### src/common/smt_regs.svh
`ifndef SMT_REGS_SVH
`define SMT_REGS_SVH

// ----------------------------------------
// Clock and widths
// ----------------------------------------
`define SMT_TCK_PS              25000
`define SMT_NCH                 7
`define SMT_CW                  12

// ----------------------------------------
// Timer channel indices
// ----------------------------------------
`define SMT_CH_ODT              0
`define SMT_CH_WLF              1
`define SMT_CH_WLE              2
`define SMT_CH_GEAR             3
`define SMT_CH_SYNC             4
`define SMT_CH_CMD              5
`define SMT_CH_REF              6

// ----------------------------------------
// Timing figures
// ----------------------------------------
`define SMT_TERM_HOLD_WRITE_LONG_1CK  6
`define SMT_TERM_HOLD_WRITE_LONG_2CK  7
`define SMT_TERM_HOLD_SHORT_1CK       4
`define SMT_TERM_HOLD_SHORT_2CK       5
`define SMT_WLVL_FIRST_STROBE_DELAY   40
`define SMT_WLVL_STROBE_ENABLE_DELAY  25
`define SMT_MRS_UPDATE_DELAY_CK       24
`define SMT_SYNC_EXTRA_CK             4
`define SMT_RESET_EXIT_CMD_DELAY_NS   400
`define SMT_SELFREF_EXIT_DELAY_NS     400
`define SMT_REFRESH_CYCLE_TIME_PS     350000
`define SMT_CAL_MIN_CK                3
`define SMT_CAL_MIN_PS                3748
`define SMT_SPD_ADJ_PERMILLE          974
`define SMT_MIN_RATE_MTS              1600
`define SMT_HOT_ROW_LIMIT             8

`endif

### src/common/smt_pkg.sv
`default_nettype none
`include "smt_regs.svh"

package smt_pkg;

	typedef enum logic [3:0]
	{
		SMT_NOP       = 4'h0,
		SMT_CKE_HIGH  = 4'h1,
		SMT_MRS       = 4'h2,
		SMT_MRS_WLVL  = 4'h3,
		SMT_MRS_GEAR  = 4'h4,
		SMT_GEAR_SYNC = 4'h5,
		SMT_ACT       = 4'h6,
		SMT_WRITE     = 4'h7,
		SMT_READ      = 4'h8,
		SMT_REFRESH   = 4'h9,
		SMT_DQS_EN    = 4'ha,
		SMT_STROBE    = 4'hb,
		SMT_ODT_ON    = 4'hc,
		SMT_ODT_OFF   = 4'hd
	} smt_cmd_e;

	typedef enum logic [1:0]
	{
		SMT_IDLE  = 2'h0,
		SMT_CHECK = 2'h1,
		SMT_HOLD  = 2'h3
	} smt_state_e;

	typedef logic [`SMT_CW-1:0] smt_cnt_t;

	// SPD-based time in ps to clocks: period already whole ps
	function automatic smt_cnt_t smt_ck_spd(input longint ps);
		longint r;
		r = (ps * 1000 / `SMT_TCK_PS + `SMT_SPD_ADJ_PERMILLE) / 1000;
		return smt_cnt_t'(r < 1 ? 1 : r);
	endfunction

	// Other times in ns to clocks, rounded up
	function automatic smt_cnt_t smt_ck_ceil(input longint ns);
		longint r;
		r = (ns * 1000 + `SMT_TCK_PS - 1) / `SMT_TCK_PS;
		return smt_cnt_t'(r < 1 ? 1 : r);
	endfunction

	function automatic smt_cnt_t smt_max(input smt_cnt_t a, input smt_cnt_t b);
		return (a > b) ? a : b;
	endfunction

endpackage

`default_nettype wire

### src/common/smt_tmr_if.sv
`timescale 1ns/1ps
`default_nettype none
`include "smt_regs.svh"

interface smt_tmr_if;
	logic [`SMT_NCH-1:0]             load;
	logic [`SMT_NCH-1:0][`SMT_CW-1:0] val;
	logic [`SMT_NCH-1:0]             idle;

	modport ctl  (output load, output val, input idle);
	modport bank (input load, input val, output idle);
endinterface

`default_nettype wire

### src/rtl/smt_tmr_bank.sv
`timescale 1ns/1ps
`default_nettype none
`include "smt_regs.svh"

module smt_tmr_bank
	import smt_pkg::*;
(
	input  wire logic clk,
	input  wire logic rst_n,
	smt_tmr_if.bank   tif
);

	smt_cnt_t cnt_ff [`SMT_NCH];

	// ----------------------------------------
	// Interval counters
	// ----------------------------------------
	// Loading N-1 lets the next command go exactly N edges later
	always_ff @(posedge clk)
	begin
		for (int i = 0; i < `SMT_NCH; i++)
		begin
			if (!rst_n)
				cnt_ff[i] <= '0;
			else if (tif.load[i])
				cnt_ff[i] <= tif.val[i] - smt_cnt_t'(1);
			else if (cnt_ff[i] != '0)
				cnt_ff[i] <= cnt_ff[i] - smt_cnt_t'(1);
		end
	end

	always_comb
	begin
		for (int i = 0; i < `SMT_NCH; i++)
			tif.idle[i] = (cnt_ff[i] == '0);
	end

endmodule

`default_nettype wire

### src/rtl/smt_ctrl.sv
`timescale 1ns/1ps
`default_nettype none
`include "smt_regs.svh"

// Summary of operation
// RL1 - Write burst eight: termination high 6/7
// RL2 - Otherwise or chop four: termination high 4/5
// RL3 - First strobe edge 40 clocks after leveling
// RL4 - Drive strobe pair 25 clocks after leveling
// RL5 - Gear-down write waits reset-exit interval after CKE
// RL6 - Gear-down enable waits self-refresh exit interval
// RL7 - Sync pulse after update delay plus four
// RL8 - First command after sync waits update delay
// RL9 - Device starts internal write after latency
// RL10 - Parity with DLL off lengthens refresh
// RL11 - Address latency at least max(3, 3.748ns)
// RL12 - Spread accesses evenly over row addresses (not enforced; only warned via hot_row)
// RL13 - Device accepts properly rounded clock counts
// RL14 - Below 1600 rate use 1600 set
// RL15 - Device drives strobe earlier in two-clock mode
// RL16 - SPD time: divide, add 0.974, truncate
// RL17 - Other time: divide, round up
// RL18 - Flag and hold any too-early command
module smt_ctrl
	import smt_pkg::*;
(
	input  wire logic      clk,
	input  wire logic      rst_n,
	input  wire logic      req_valid,
	input  wire smt_cmd_e  req_cmd,
	input  wire logic      req_bc4,
	input  wire logic [15:0] req_row,
	input  wire logic      cfg_wpre_2ck,
	input  wire logic      cfg_ca_par,
	input  wire logic      cfg_dll_off,
	input  wire logic [3:0] cfg_par_lat,
	input  wire logic      ddr_dqs_in,
	output logic           req_ready,
	output logic           viol,
	output logic           hot_row,
	output logic           ddr_cke,
	output logic           ddr_cs_n,
	output smt_cmd_e       ddr_cmd,
	output logic           ddr_bc4,
	output logic           ddr_odt,
	output logic           ddr_dqs_out,
	output logic           ddr_dqs_oe,
	output logic [3:0]     cal_lat,
	output logic           wlvl_fb
);

	// ----------------------------------------
	// Derived clock counts
	// ----------------------------------------
	// At 40 MHz the rate is far below 1600, so the 1600 figures hold [RL14]
	localparam smt_cnt_t XPR_CK =
		smt_ck_ceil(`SMT_RESET_EXIT_CMD_DELAY_NS);              // [RL17]
	localparam smt_cnt_t XS_CK =
		smt_ck_ceil(`SMT_SELFREF_EXIT_DELAY_NS);                // [RL17]
	localparam smt_cnt_t GEAR_CK = smt_max(XPR_CK, XS_CK);     // [RL5] [RL6]
	localparam smt_cnt_t RFC_CK =
		smt_ck_spd(`SMT_REFRESH_CYCLE_TIME_PS);                 // [RL16]
	localparam smt_cnt_t CAL_CK = smt_max(smt_cnt_t'(`SMT_CAL_MIN_CK),
		smt_cnt_t'((`SMT_CAL_MIN_PS + `SMT_TCK_PS - 1)
		/ `SMT_TCK_PS));                                       // [RL11]
	localparam smt_cnt_t MOD_CK = smt_cnt_t'(`SMT_MRS_UPDATE_DELAY_CK);

	smt_tmr_if  tif ();
	smt_state_e st_ff;
	smt_cmd_e   cmd_ff;
	logic       bc4_ff;
	logic       req_ready_ff;
	logic       viol_ff;
	logic       cke_ff;
	logic       cs_n_ff;
	smt_cmd_e   ddr_cmd_ff;
	logic       ddr_bc4_ff;
	logic       odt_ff;
	logic       dqs_out_ff;
	logic       dqs_oe_ff;
	logic [3:0] cal_ff;
	logic       dqs_s1_ff;
	logic       dqs_s2_ff;
	logic [15:0] last_row_ff;
	logic [3:0] row_rep_ff;
	logic       hot_row_ff;
	logic       allow;
	logic       issue;
	smt_cnt_t   rfc_val;

	smt_tmr_bank u_tmr
	(
		.clk   (clk),
		.rst_n (rst_n),
		.tif   (tif.bank)
	);

	// ----------------------------------------
	// Interval check
	// ----------------------------------------
	always_comb
	begin
		allow = 1'b1;
		if (cmd_ff != SMT_NOP && cmd_ff != SMT_CKE_HIGH)
			allow = tif.idle[`SMT_CH_CMD] && tif.idle[`SMT_CH_REF]; // [RL8]
		case (cmd_ff)
			SMT_MRS_GEAR:
				allow = allow && tif.idle[`SMT_CH_GEAR];        // [RL5] [RL6]
			SMT_GEAR_SYNC:
				allow = allow && tif.idle[`SMT_CH_SYNC];        // [RL7]
			SMT_STROBE:
				allow = allow && tif.idle[`SMT_CH_WLF];         // [RL3]
			SMT_DQS_EN:
				allow = allow && tif.idle[`SMT_CH_WLE];         // [RL4]
			SMT_ODT_OFF:
				allow = allow && tif.idle[`SMT_CH_ODT];         // [RL1] [RL2]
			default:
				allow = allow;
		endcase
	end

	assign issue = (st_ff == SMT_CHECK || st_ff == SMT_HOLD) && allow;

	// ----------------------------------------
	// Timer loads
	// ----------------------------------------
	// Refresh grows by the parity latency with parity and DLL off
	assign rfc_val = (cfg_ca_par && cfg_dll_off)
		? RFC_CK + smt_cnt_t'(cfg_par_lat) : RFC_CK;          // [RL10]

	always_comb
	begin
		tif.load = '0;
		tif.val  = '0;
		tif.val[`SMT_CH_GEAR] = GEAR_CK;
		tif.val[`SMT_CH_WLF]  = smt_cnt_t'(`SMT_WLVL_FIRST_STROBE_DELAY);
		tif.val[`SMT_CH_WLE]  = smt_cnt_t'(`SMT_WLVL_STROBE_ENABLE_DELAY);
		tif.val[`SMT_CH_SYNC] = MOD_CK + smt_cnt_t'(`SMT_SYNC_EXTRA_CK);
		tif.val[`SMT_CH_CMD]  = MOD_CK;
		tif.val[`SMT_CH_REF]  = rfc_val;
		if (cmd_ff == SMT_WRITE && !bc4_ff)
			tif.val[`SMT_CH_ODT] = cfg_wpre_2ck
				? smt_cnt_t'(`SMT_TERM_HOLD_WRITE_LONG_2CK)
				: smt_cnt_t'(`SMT_TERM_HOLD_WRITE_LONG_1CK);    // [RL1]
		else
			tif.val[`SMT_CH_ODT] = cfg_wpre_2ck
				? smt_cnt_t'(`SMT_TERM_HOLD_SHORT_2CK)
				: smt_cnt_t'(`SMT_TERM_HOLD_SHORT_1CK);         // [RL2]
		if (issue)
		begin
			case (cmd_ff)
				SMT_CKE_HIGH:  tif.load[`SMT_CH_GEAR] = 1'b1;    // [RL5] [RL6]
				SMT_MRS_WLVL:
				begin
					tif.load[`SMT_CH_WLF] = 1'b1;                  // [RL3]
					tif.load[`SMT_CH_WLE] = 1'b1;                  // [RL4]
				end
				SMT_MRS_GEAR:  tif.load[`SMT_CH_SYNC] = 1'b1;    // [RL7]
				SMT_GEAR_SYNC: tif.load[`SMT_CH_CMD] = 1'b1;     // [RL8]
				SMT_REFRESH:   tif.load[`SMT_CH_REF] = 1'b1;     // [RL10]
				SMT_ODT_ON:    tif.load[`SMT_CH_ODT] = 1'b1;     // [RL2]
				SMT_WRITE:     tif.load[`SMT_CH_ODT] = odt_ff;   // [RL1]
				default:       tif.load = '0;
			endcase
		end
	end

	// ----------------------------------------
	// Request handshake and hold
	// ----------------------------------------
	always_ff @(posedge clk)
	begin
		if (!rst_n)
		begin
			st_ff        <= SMT_IDLE;
			req_ready_ff <= 1'b1;
			cmd_ff       <= SMT_NOP;
			bc4_ff       <= 1'b0;
		end
		else
		begin
			case (st_ff)
				SMT_IDLE:
					if (req_valid && req_ready_ff)
					begin
						st_ff        <= SMT_CHECK;
						req_ready_ff <= 1'b0;
						cmd_ff       <= req_cmd;
						bc4_ff       <= req_bc4;
					end
				SMT_CHECK, SMT_HOLD:
					if (allow)
					begin
						st_ff        <= SMT_IDLE;                    // [RL18]
						req_ready_ff <= 1'b1;
					end
					else
						st_ff <= SMT_HOLD;                          // [RL18]
				default:
					st_ff <= SMT_IDLE;
			endcase
		end
	end

	// Flag only once per held command, at first check
	always_ff @(posedge clk)
	begin
		if (!rst_n)
			viol_ff <= 1'b0;
		else
			viol_ff <= (st_ff == SMT_CHECK) && !allow;          // [RL18]
	end

	// ----------------------------------------
	// Pin drive
	// ----------------------------------------
	always_ff @(posedge clk)
	begin
		if (!rst_n)
		begin
			cs_n_ff    <= 1'b1;
			ddr_cmd_ff <= SMT_NOP;
			ddr_bc4_ff <= 1'b0;
			dqs_out_ff <= 1'b0;
		end
		else
		begin
			cs_n_ff    <= !(issue && cmd_ff != SMT_NOP);
			ddr_cmd_ff <= issue ? cmd_ff : SMT_NOP;
			ddr_bc4_ff <= issue && bc4_ff;
			dqs_out_ff <= issue && cmd_ff == SMT_STROBE;          // [RL3]
		end
	end

	always_ff @(posedge clk)
	begin
		if (!rst_n)
			cke_ff <= 1'b0;
		else if (issue && cmd_ff == SMT_CKE_HIGH)
			cke_ff <= 1'b1;
	end

	always_ff @(posedge clk)
	begin
		if (!rst_n)
			odt_ff <= 1'b0;
		else if (issue && cmd_ff == SMT_ODT_ON)
			odt_ff <= 1'b1;
		else if (issue && cmd_ff == SMT_ODT_OFF)
			odt_ff <= 1'b0;                                      // [RL1] [RL2]
	end

	// Strobe drive ends with any plain mode write, which leaves leveling
	always_ff @(posedge clk)
	begin
		if (!rst_n)
			dqs_oe_ff <= 1'b0;
		else if (issue && cmd_ff == SMT_DQS_EN)
			dqs_oe_ff <= 1'b1;                                   // [RL4]
		else if (issue && cmd_ff == SMT_MRS)
			dqs_oe_ff <= 1'b0;
	end

	always_ff @(posedge clk)
	begin
		if (!rst_n)
			cal_ff <= 4'h0;
		else
			cal_ff <= CAL_CK[3:0];                               // [RL11]
	end

	// ----------------------------------------
	// Leveling feedback and row activity
	// ----------------------------------------
	always_ff @(posedge clk)
	begin
		if (!rst_n)
		begin
			dqs_s1_ff <= 1'b0;
			dqs_s2_ff <= 1'b0;
		end
		else
		begin
			dqs_s1_ff <= ddr_dqs_in;
			dqs_s2_ff <= dqs_s1_ff;
		end
	end

	// Only warns; the caller decides how to spread its rows
	always_ff @(posedge clk)
	begin
		if (!rst_n)
		begin
			last_row_ff <= 16'h0;
			row_rep_ff  <= 4'h0;
			hot_row_ff  <= 1'b0;
		end
		else if (req_valid && req_ready_ff && req_cmd == SMT_ACT)
		begin
			last_row_ff <= req_row;
			if (req_row == last_row_ff && row_rep_ff != 4'hf)
				row_rep_ff <= row_rep_ff + 4'h1;
			else if (req_row != last_row_ff)
				row_rep_ff <= 4'h0;
			// Count holds repeats after the first, so limit minus two here
			hot_row_ff <= (req_row == last_row_ff)
				&& (row_rep_ff >= 4'(`SMT_HOT_ROW_LIMIT - 2));      // [RL12]
		end
	end

	assign req_ready   = req_ready_ff;
	assign viol        = viol_ff;
	assign hot_row     = hot_row_ff;
	assign ddr_cke     = cke_ff;
	assign ddr_cs_n    = cs_n_ff;
	assign ddr_cmd     = ddr_cmd_ff;
	assign ddr_bc4     = ddr_bc4_ff;
	assign ddr_odt     = odt_ff;
	assign ddr_dqs_out = dqs_out_ff;
	assign ddr_dqs_oe  = dqs_oe_ff;
	assign cal_lat     = cal_ff;
	assign wlvl_fb     = dqs_s2_ff;

endmodule

`default_nettype wire

### config.mk
export PLATFORM = sky130hd
export DESIGN_NAME = smt_ctrl
export DESIGN_NICKNAME = d
export VERILOG_FILES = /design/src/common/smt_pkg.sv /design/src/common/smt_tmr_if.sv /design/src/rtl/smt_tmr_bank.sv /design/src/rtl/smt_ctrl.sv
export VERILOG_INCLUDE_DIRS = /design/src /design/src/common
export SDC_FILE = /design/constraint.sdc
export NUM_CORES = 1
export LEC_CHECK = 0
export ABC_AREA = 1
export ABC_CLOCK_PERIOD_IN_PS = 3170
export BUFFER_PORTS_ARGS = -buffer_cell sky130_fd_sc_hd__clkbuf_2
export CELL_PAD_IN_SITES_DETAIL_PLACEMENT = 1
export CELL_PAD_IN_SITES_GLOBAL_PLACEMENT = 2
export CORE_ASPECT_RATIO = 1.75
export CORE_MARGIN = 2
export CORE_UTILIZATION = 37
export DETAILED_ROUTE_END_ITERATION = 16
export MAX_ROUTING_LAYER = met4
export PLACE_DENSITY = 0.84
export RECOVER_POWER = 100
export SYNTH_ARGS = -nofsm -noshare
export SYNTH_HDL_FRONTEND = slang
export SYNTH_SLANG_ARGS = --single-unit
### constraint.sdc
create_clock -name clk -period 3.17 [get_ports clk]
set_input_delay 0.634 -clock clk [delete_from_list [all_inputs] [get_ports clk]]
set_output_delay 0.634 -clock clk [all_outputs]
set_load 0.03 [all_outputs]
# [Word-level counts from Yosys, hierarchy flattened]
# Memories as Yosys holds them, arrays and structs flattened.
# Index checks and enable logic that the tools add are counted.
[totals] register_bits=46 mem_bits_rw=84 inputBits=32 output_inout_bits=18 wordCells=207 n_memories=1
[op_classes] n_addsub=11 magnitude_cmp=1 eq_ne=20 muxes=90 bitwise_logic=14 reduce_logical=52
[mem_list] memory="u_tmr.cnt_ff" words=7 width=12 rd=7 rd_clocked_by_memory_dff=0 write_ports=7 line="smt_tmr_bank.sv:13" text="smt_cnt_t cnt_ff [`SMT_NCH];"
[op_table] cell="$mux 12" n=14
[op_table] cell="$logic_not 12->1" n=7
[op_table] cell="$reduce_bool 12->1" n=7
[op_table] cell="$sub 12x1->12 const B" n=7
[op_table] cell="$mux 1" n=63
[op_table] cell="$logic_and 1x1->1" n=23
[op_table] cell="$eq 4x4->1 const B" n=5
[op_table] cell="$eq 16x16->1" n=1
[op_table] cell="$eq 4x3->1 const B" n=4
[op_table] cell="$ne 16x16->1" n=1
[op_table] cell="$or 1x1->1" n=14
[op_table] cell="$mux 2" n=5
[op_table] cell="$eq 4x2->1 const B" n=2
[op_table] cell="$mux 4" n=2
[op_table] cell="$reduce_bool 2->1" n=4
[op_table] cell="$mux 7" n=1
[op_table] cell="$reduce_and 2->1" n=3
[op_table] cell="$sub 5x1->6 const B" n=1
[op_table] cell="$add 4x4->5 const A" n=1
[op_table] cell="$mux 5" n=1
[op_table] cell="$pmux 1 s5" n=1
[op_table] cell="$add 4x1->4 const B" n=1
[op_table] cell="$eq 4x1->1 const B" n=1
[op_table] cell="$ge 4x3->1 const B" n=1
[op_table] cell="other kinds (14)" n=18

# [Logic depth before layout (Yosys ltp)]
# An unclocked memory read counts as a cell.
[depth] ltp_word=13 depth_mapped=16 ltp_nobuf=16

# [Hierarchy]
# Synthesis repeated with hierarchy kept, for this count alone.
[unflattened] cells_unflattened=1224 hier_area_um2=8911.0
[modules_own_cells] module="smt_tmr_bank" instances=1 cells_each=862 area_each_um2=6637.6 seq_area_each_um2=2522.4
[modules_own_cells] module="smt_ctrl" instances=1 cells_each=362 area_each_um2=2273.4 seq_area_each_um2=860.8

# [Worst setup path after synthesis]
# OpenSTA, ideal clock, no wires.
[synth_path] path_kind="register to register" start="memory u_tmr.cnt_ff[5][0] in the netlist's numbering" end="memory u_tmr.cnt_ff[1][0] in the netlist's numbering, enable pin" setup_ns=0.373 arrival_ns=1.877 required_time_ns=2.797 slack_ns=0.920 path_stages_with_launch=13 n_path_buf=1 period_less_slack_ns=2.250 cell_sequence="edfxtp_1 > inv_1 > ha_1 > inv_1 > nor2_4 > nand2_2 > nor2_1 > nand2_1 > nand2_4 > nand4_2 > nand3_2 > buf_4 > nand3_1"
[synth_lines] item="start: declaration" line="smt_tmr_bank.sv:13"

==> summary.md <==
| Metric | Value |
|---|---|
| Vias | 5368 |
| Met3 WL | 416 µm |
| Synth unique cells | 40 |
| CTS hold repair buffers | 0 |
| Layout fillers | 2224 |
| Net Sw Frac | 36.3% |
| Combinational power share | 33.6% |
| # rows | 66 |
| Initial antenna violation count | 0 |
| Syn Area/Cell | 8.50 µm² |
| Antenna Violating Nets Remaining | 0 |
| Final Hold Fails | 0 |
| Worst EP arrival | 2.65 ns |
| Antenna diode count | 0 |
| Wire per inst | 14.4 µm |
| PortBufs | 47 |
| GRT Util Overall | 18.4% |
| Critical Path Fanout Max | 12 |
| I/O pin count | 50 |
| Fmax | 374 MHz |
| Largest net degree at the start of global routing | 22 |
| Die Y | 184 µm |
| Worst Tran Pin Value | 1.01 ns |
| CP Launch Type | flop |
| Routed Wire Length | 16100 µm |
| Yosys warnings | 0 |
| Met2 routed WL | 9000 µm |
| Seq pwr share | 38.8% |
| TritonRoute pass-1 iters | 4 |
| Final setup violation count | 0 |
| Most used DFF post-synth | edfxtp_1 |
| Clock buffer depth | 2 |
| Worst-case clock skew | 0.00964 ns |
| Initial Util | 37.3% |
| Number of flops mapped to enable cells by yosys | 84 |
| Period utilisation layout | 84.4% |
| Clock slew at reported path FFs | 0.06 ns |
| Initial DRC count | 155 |
| Leakage | 3.31 nW |
| Worst EP required | 3.14 ns |
| Share of cells above drive strength 1 | 9.77% |
| Sink Count | 127 |
| Postcts setup bufs | 0 |
| Top Layer Used | met4 |
| Setup TNS | 0 ns |
| Yosys reg bits | 127 |
| RSZ-0062 raised after global routing | no |
| Status | finished clean |
| # DRC | 0 |
| P per Cell Area | 872 nW/µm² |
| Relative slew slack | 32.8% |
| Power Internal | 0.00437 W |
| Vias in the first global route | 5971 |
| H-Tree Depth | 4 |
| Layout Area Growth over Synthesis | 14.5% |
| Synth async-reset ratio | 0% |
| Sequential area share after synthesis | 49.2% |
| Die X | 107 µm |
| Via density per instance | 4.80 |
| First-pass GRT wire length | 27800 µm |
| Core Footprint | 18400 µm² |
| Total grt overflow | 0 |
| Number of max-cap violations | 0 |
| Peak supply drop | 361 µV |
| Final slew viol count | 0 |
| Final #Nets | 917 |
| Switching power | 0.00249 W |
| Critical path type | reg2reg |
| CTS Buf Count | 17 |
| Hold Crit Class | in2reg |
| Worst setup EP type | flop |
| Die area | 19700 µm² |
| Mapped Cells | 808 |
| Routability cong. | 0.812 |
| Part of the power in the clock network | 27.6% |
| Syn Std Cell Area | 6870 µm² |
| HPWL Detailed | 12400 µm |
| Clk root buf | clkbuf_16 |
| Clk_lat worst skew | 0.42 ns |
| CTS tree | built |
| # resized after CTS | 0 |
| Final worst setup slack | 0.495 ns |
| Post-place setup slack | 0.603 ns |
| WL met1 | 6250 µm |
| Final min period | 2.68 ns |
layout make-up:
cell class	instances	area (µm²)	area share, %
Clock buffer	21	450	5.72
Timing Repair Buffer	55	259	3.29
Tap cell	238	298	3.78
Multi-Input combinational cell	562	2970	37.8
Inverter	104	390	4.96
Sequential cell	127	3380	43.0
Clock inverter	11	116	1.48
cells in the mapped netlist (2+ instances only):
master    count  area share (%)
a21oi_1      31             2.3
buf_4         6            0.66
clkbuf_1      9            0.49
dfxtp_1      43              13
edfxtp_1     84              37
ha_1         18             3.3
inv_1        98             5.4
inv_2         6            0.33
nand2_1     114             6.2
nand2_2       5            0.46
nand2_4       3            0.49
nand3_1      40             2.9
nand3_2       2            0.29
nand4_1      15             1.4
nor2_1      164             9.0
nor2_2        4            0.36
nor3_1       18             1.3
o21ai_0      39             2.8
o21ai_1      13            0.95
o21bai_1      2            0.22
o31ai_1       3            0.33
or2_1         3            0.27
or2_2         6            0.55
xnor2_1      31             4.0
xor2_1       36             4.6
power by group through the flow:
stage / Clock (W) / Sequential [W] / Combinational, W
CTS: 0.00193 / 0.00267 / 0.00242
global placement: 0 / 0.00268 / 0.00235
floorplan: 0 / 0.00264 / 0.00183
global route: 0.00199 / 0.00273 / 0.00268
detailed placement: 0 / 0.00270 / 0.00238
finish: 0.00189 / 0.00266 / 0.00231
flip-flops by register name (all words and copies together) (netlist names), 2 cells and up:
name          count
ddr_cmd           4
st_ff             2
u_tmr.cnt_ff     84
row_rep_ff        4
last_row_ff      16
cmd_ff            4
cell usage in the layout, fill, tap and decap left out, types with 2 or more instances in the layout:
| cell type | synthesis | final |
|---|---|---|
| a21oi_1 | 31 | 32 |
| dfxtp_1 | 43 | 43 |
| inv_2 | 6 | 5 |
| bufinv_16 | 0 | 2 |
| nand2_2 | 5 | 5 |
| nand2_1 | 114 | 116 |
| clkinvlp_4 | 0 | 2 |
| edfxtp_1 | 84 | 84 |
| xnor2_1 | 31 | 31 |
| nor2_1 | 164 | 167 |
| conb_1 | 1 | 2 |
| xor2_1 | 36 | 36 |
| nand3_1 | 40 | 41 |
| clkinv_4 | 0 | 2 |
| clkinv_2 | 0 | 4 |
| clkbuf_1 | 9 | 24 |
| inv_1 | 98 | 99 |
| or2_1 | 3 | 3 |
| buf_4 | 6 | 4 |
| o21bai_1 | 2 | 2 |
| ha_1 | 18 | 18 |
| or2_2 | 6 | 5 |
| nor3_1 | 18 | 18 |
| nor2_2 | 4 | 2 |
| nand4_1 | 15 | 16 |
| o21ai_0 | 39 | 52 |
| o31ai_1 | 3 | 3 |
| clkbuf_16 | 0 | 17 |
| clkbuf_2 | 0 | 30 |
stage by stage:
stage	utilization [%]	instances	hold slack, ns	power (W)	cell area (µm²)
floorplan	-	809	0.390	0.00447	6870
global placement	40.1	1086	0.412	0.00503	7380
detailed placement	40.1	1086	0.433	0.00508	7380
CTS	43.2	1118	0.400	0.00703	7950
global route	42.7	1118	0.438	0.00741	7870
finish	42.7	1118	0.418	0.00687	7870
worst max-delay path, cell delays in order, from the launching register on:
cell and delay, ns:
edfxtp_1 0.38, inv_1 0.10, ha_1 0.19, inv_1 0.07, nor2_1 0.24, nand4_1 0.15, nor3_1 0.16, inv_1 0.10
nor4_1 0.30, nand3_1 0.54
kinds of logic after synthesis:
group,share of synthesized area [%]
AND/OR/NAND/NOR,24.9
flip-flops,49.2
buffers and inverters,6.88
AO/OA/AOI/OAI,7.12
XOR/XNOR,8.54
adder cells (fa/ha/maj),3.28
other,0.0546
worst paths after layout:
kind,start,end,slack (ns),cells after the start
worst max-delay path,u_tmr.cnt_ff[5][0]$_DFFE_PP_,u_tmr.cnt_ff[5][3]$_SDFFCE_PN0P_,0.49,9
worst min register to register,st_ff[1]$_SDFFE_PN0P_,viol$_SDFF_PN0_,0.44,1
worst max register to register,u_tmr.cnt_ff[5][0]$_DFFE_PP_,u_tmr.cnt_ff[5][3]$_SDFFCE_PN0P_,0.49,9
worst min-delay path,ddr_dqs_in,dqs_s1_ff$_SDFF_PN0_,0.42,3
per-layer routing:
| layer | vias to the layer above | track usage [%] |
|---|---|---|
| met5 | - | - |
| met4 | 0 | 7.58 |
| met3 | 31 | 3.47 |
| met2 | 72 | 34.2 |
| met1 | 2529 | 18.7 |
| li1 | 2736 | - |
No activity file was read; power rests on OpenSTA's default activity.
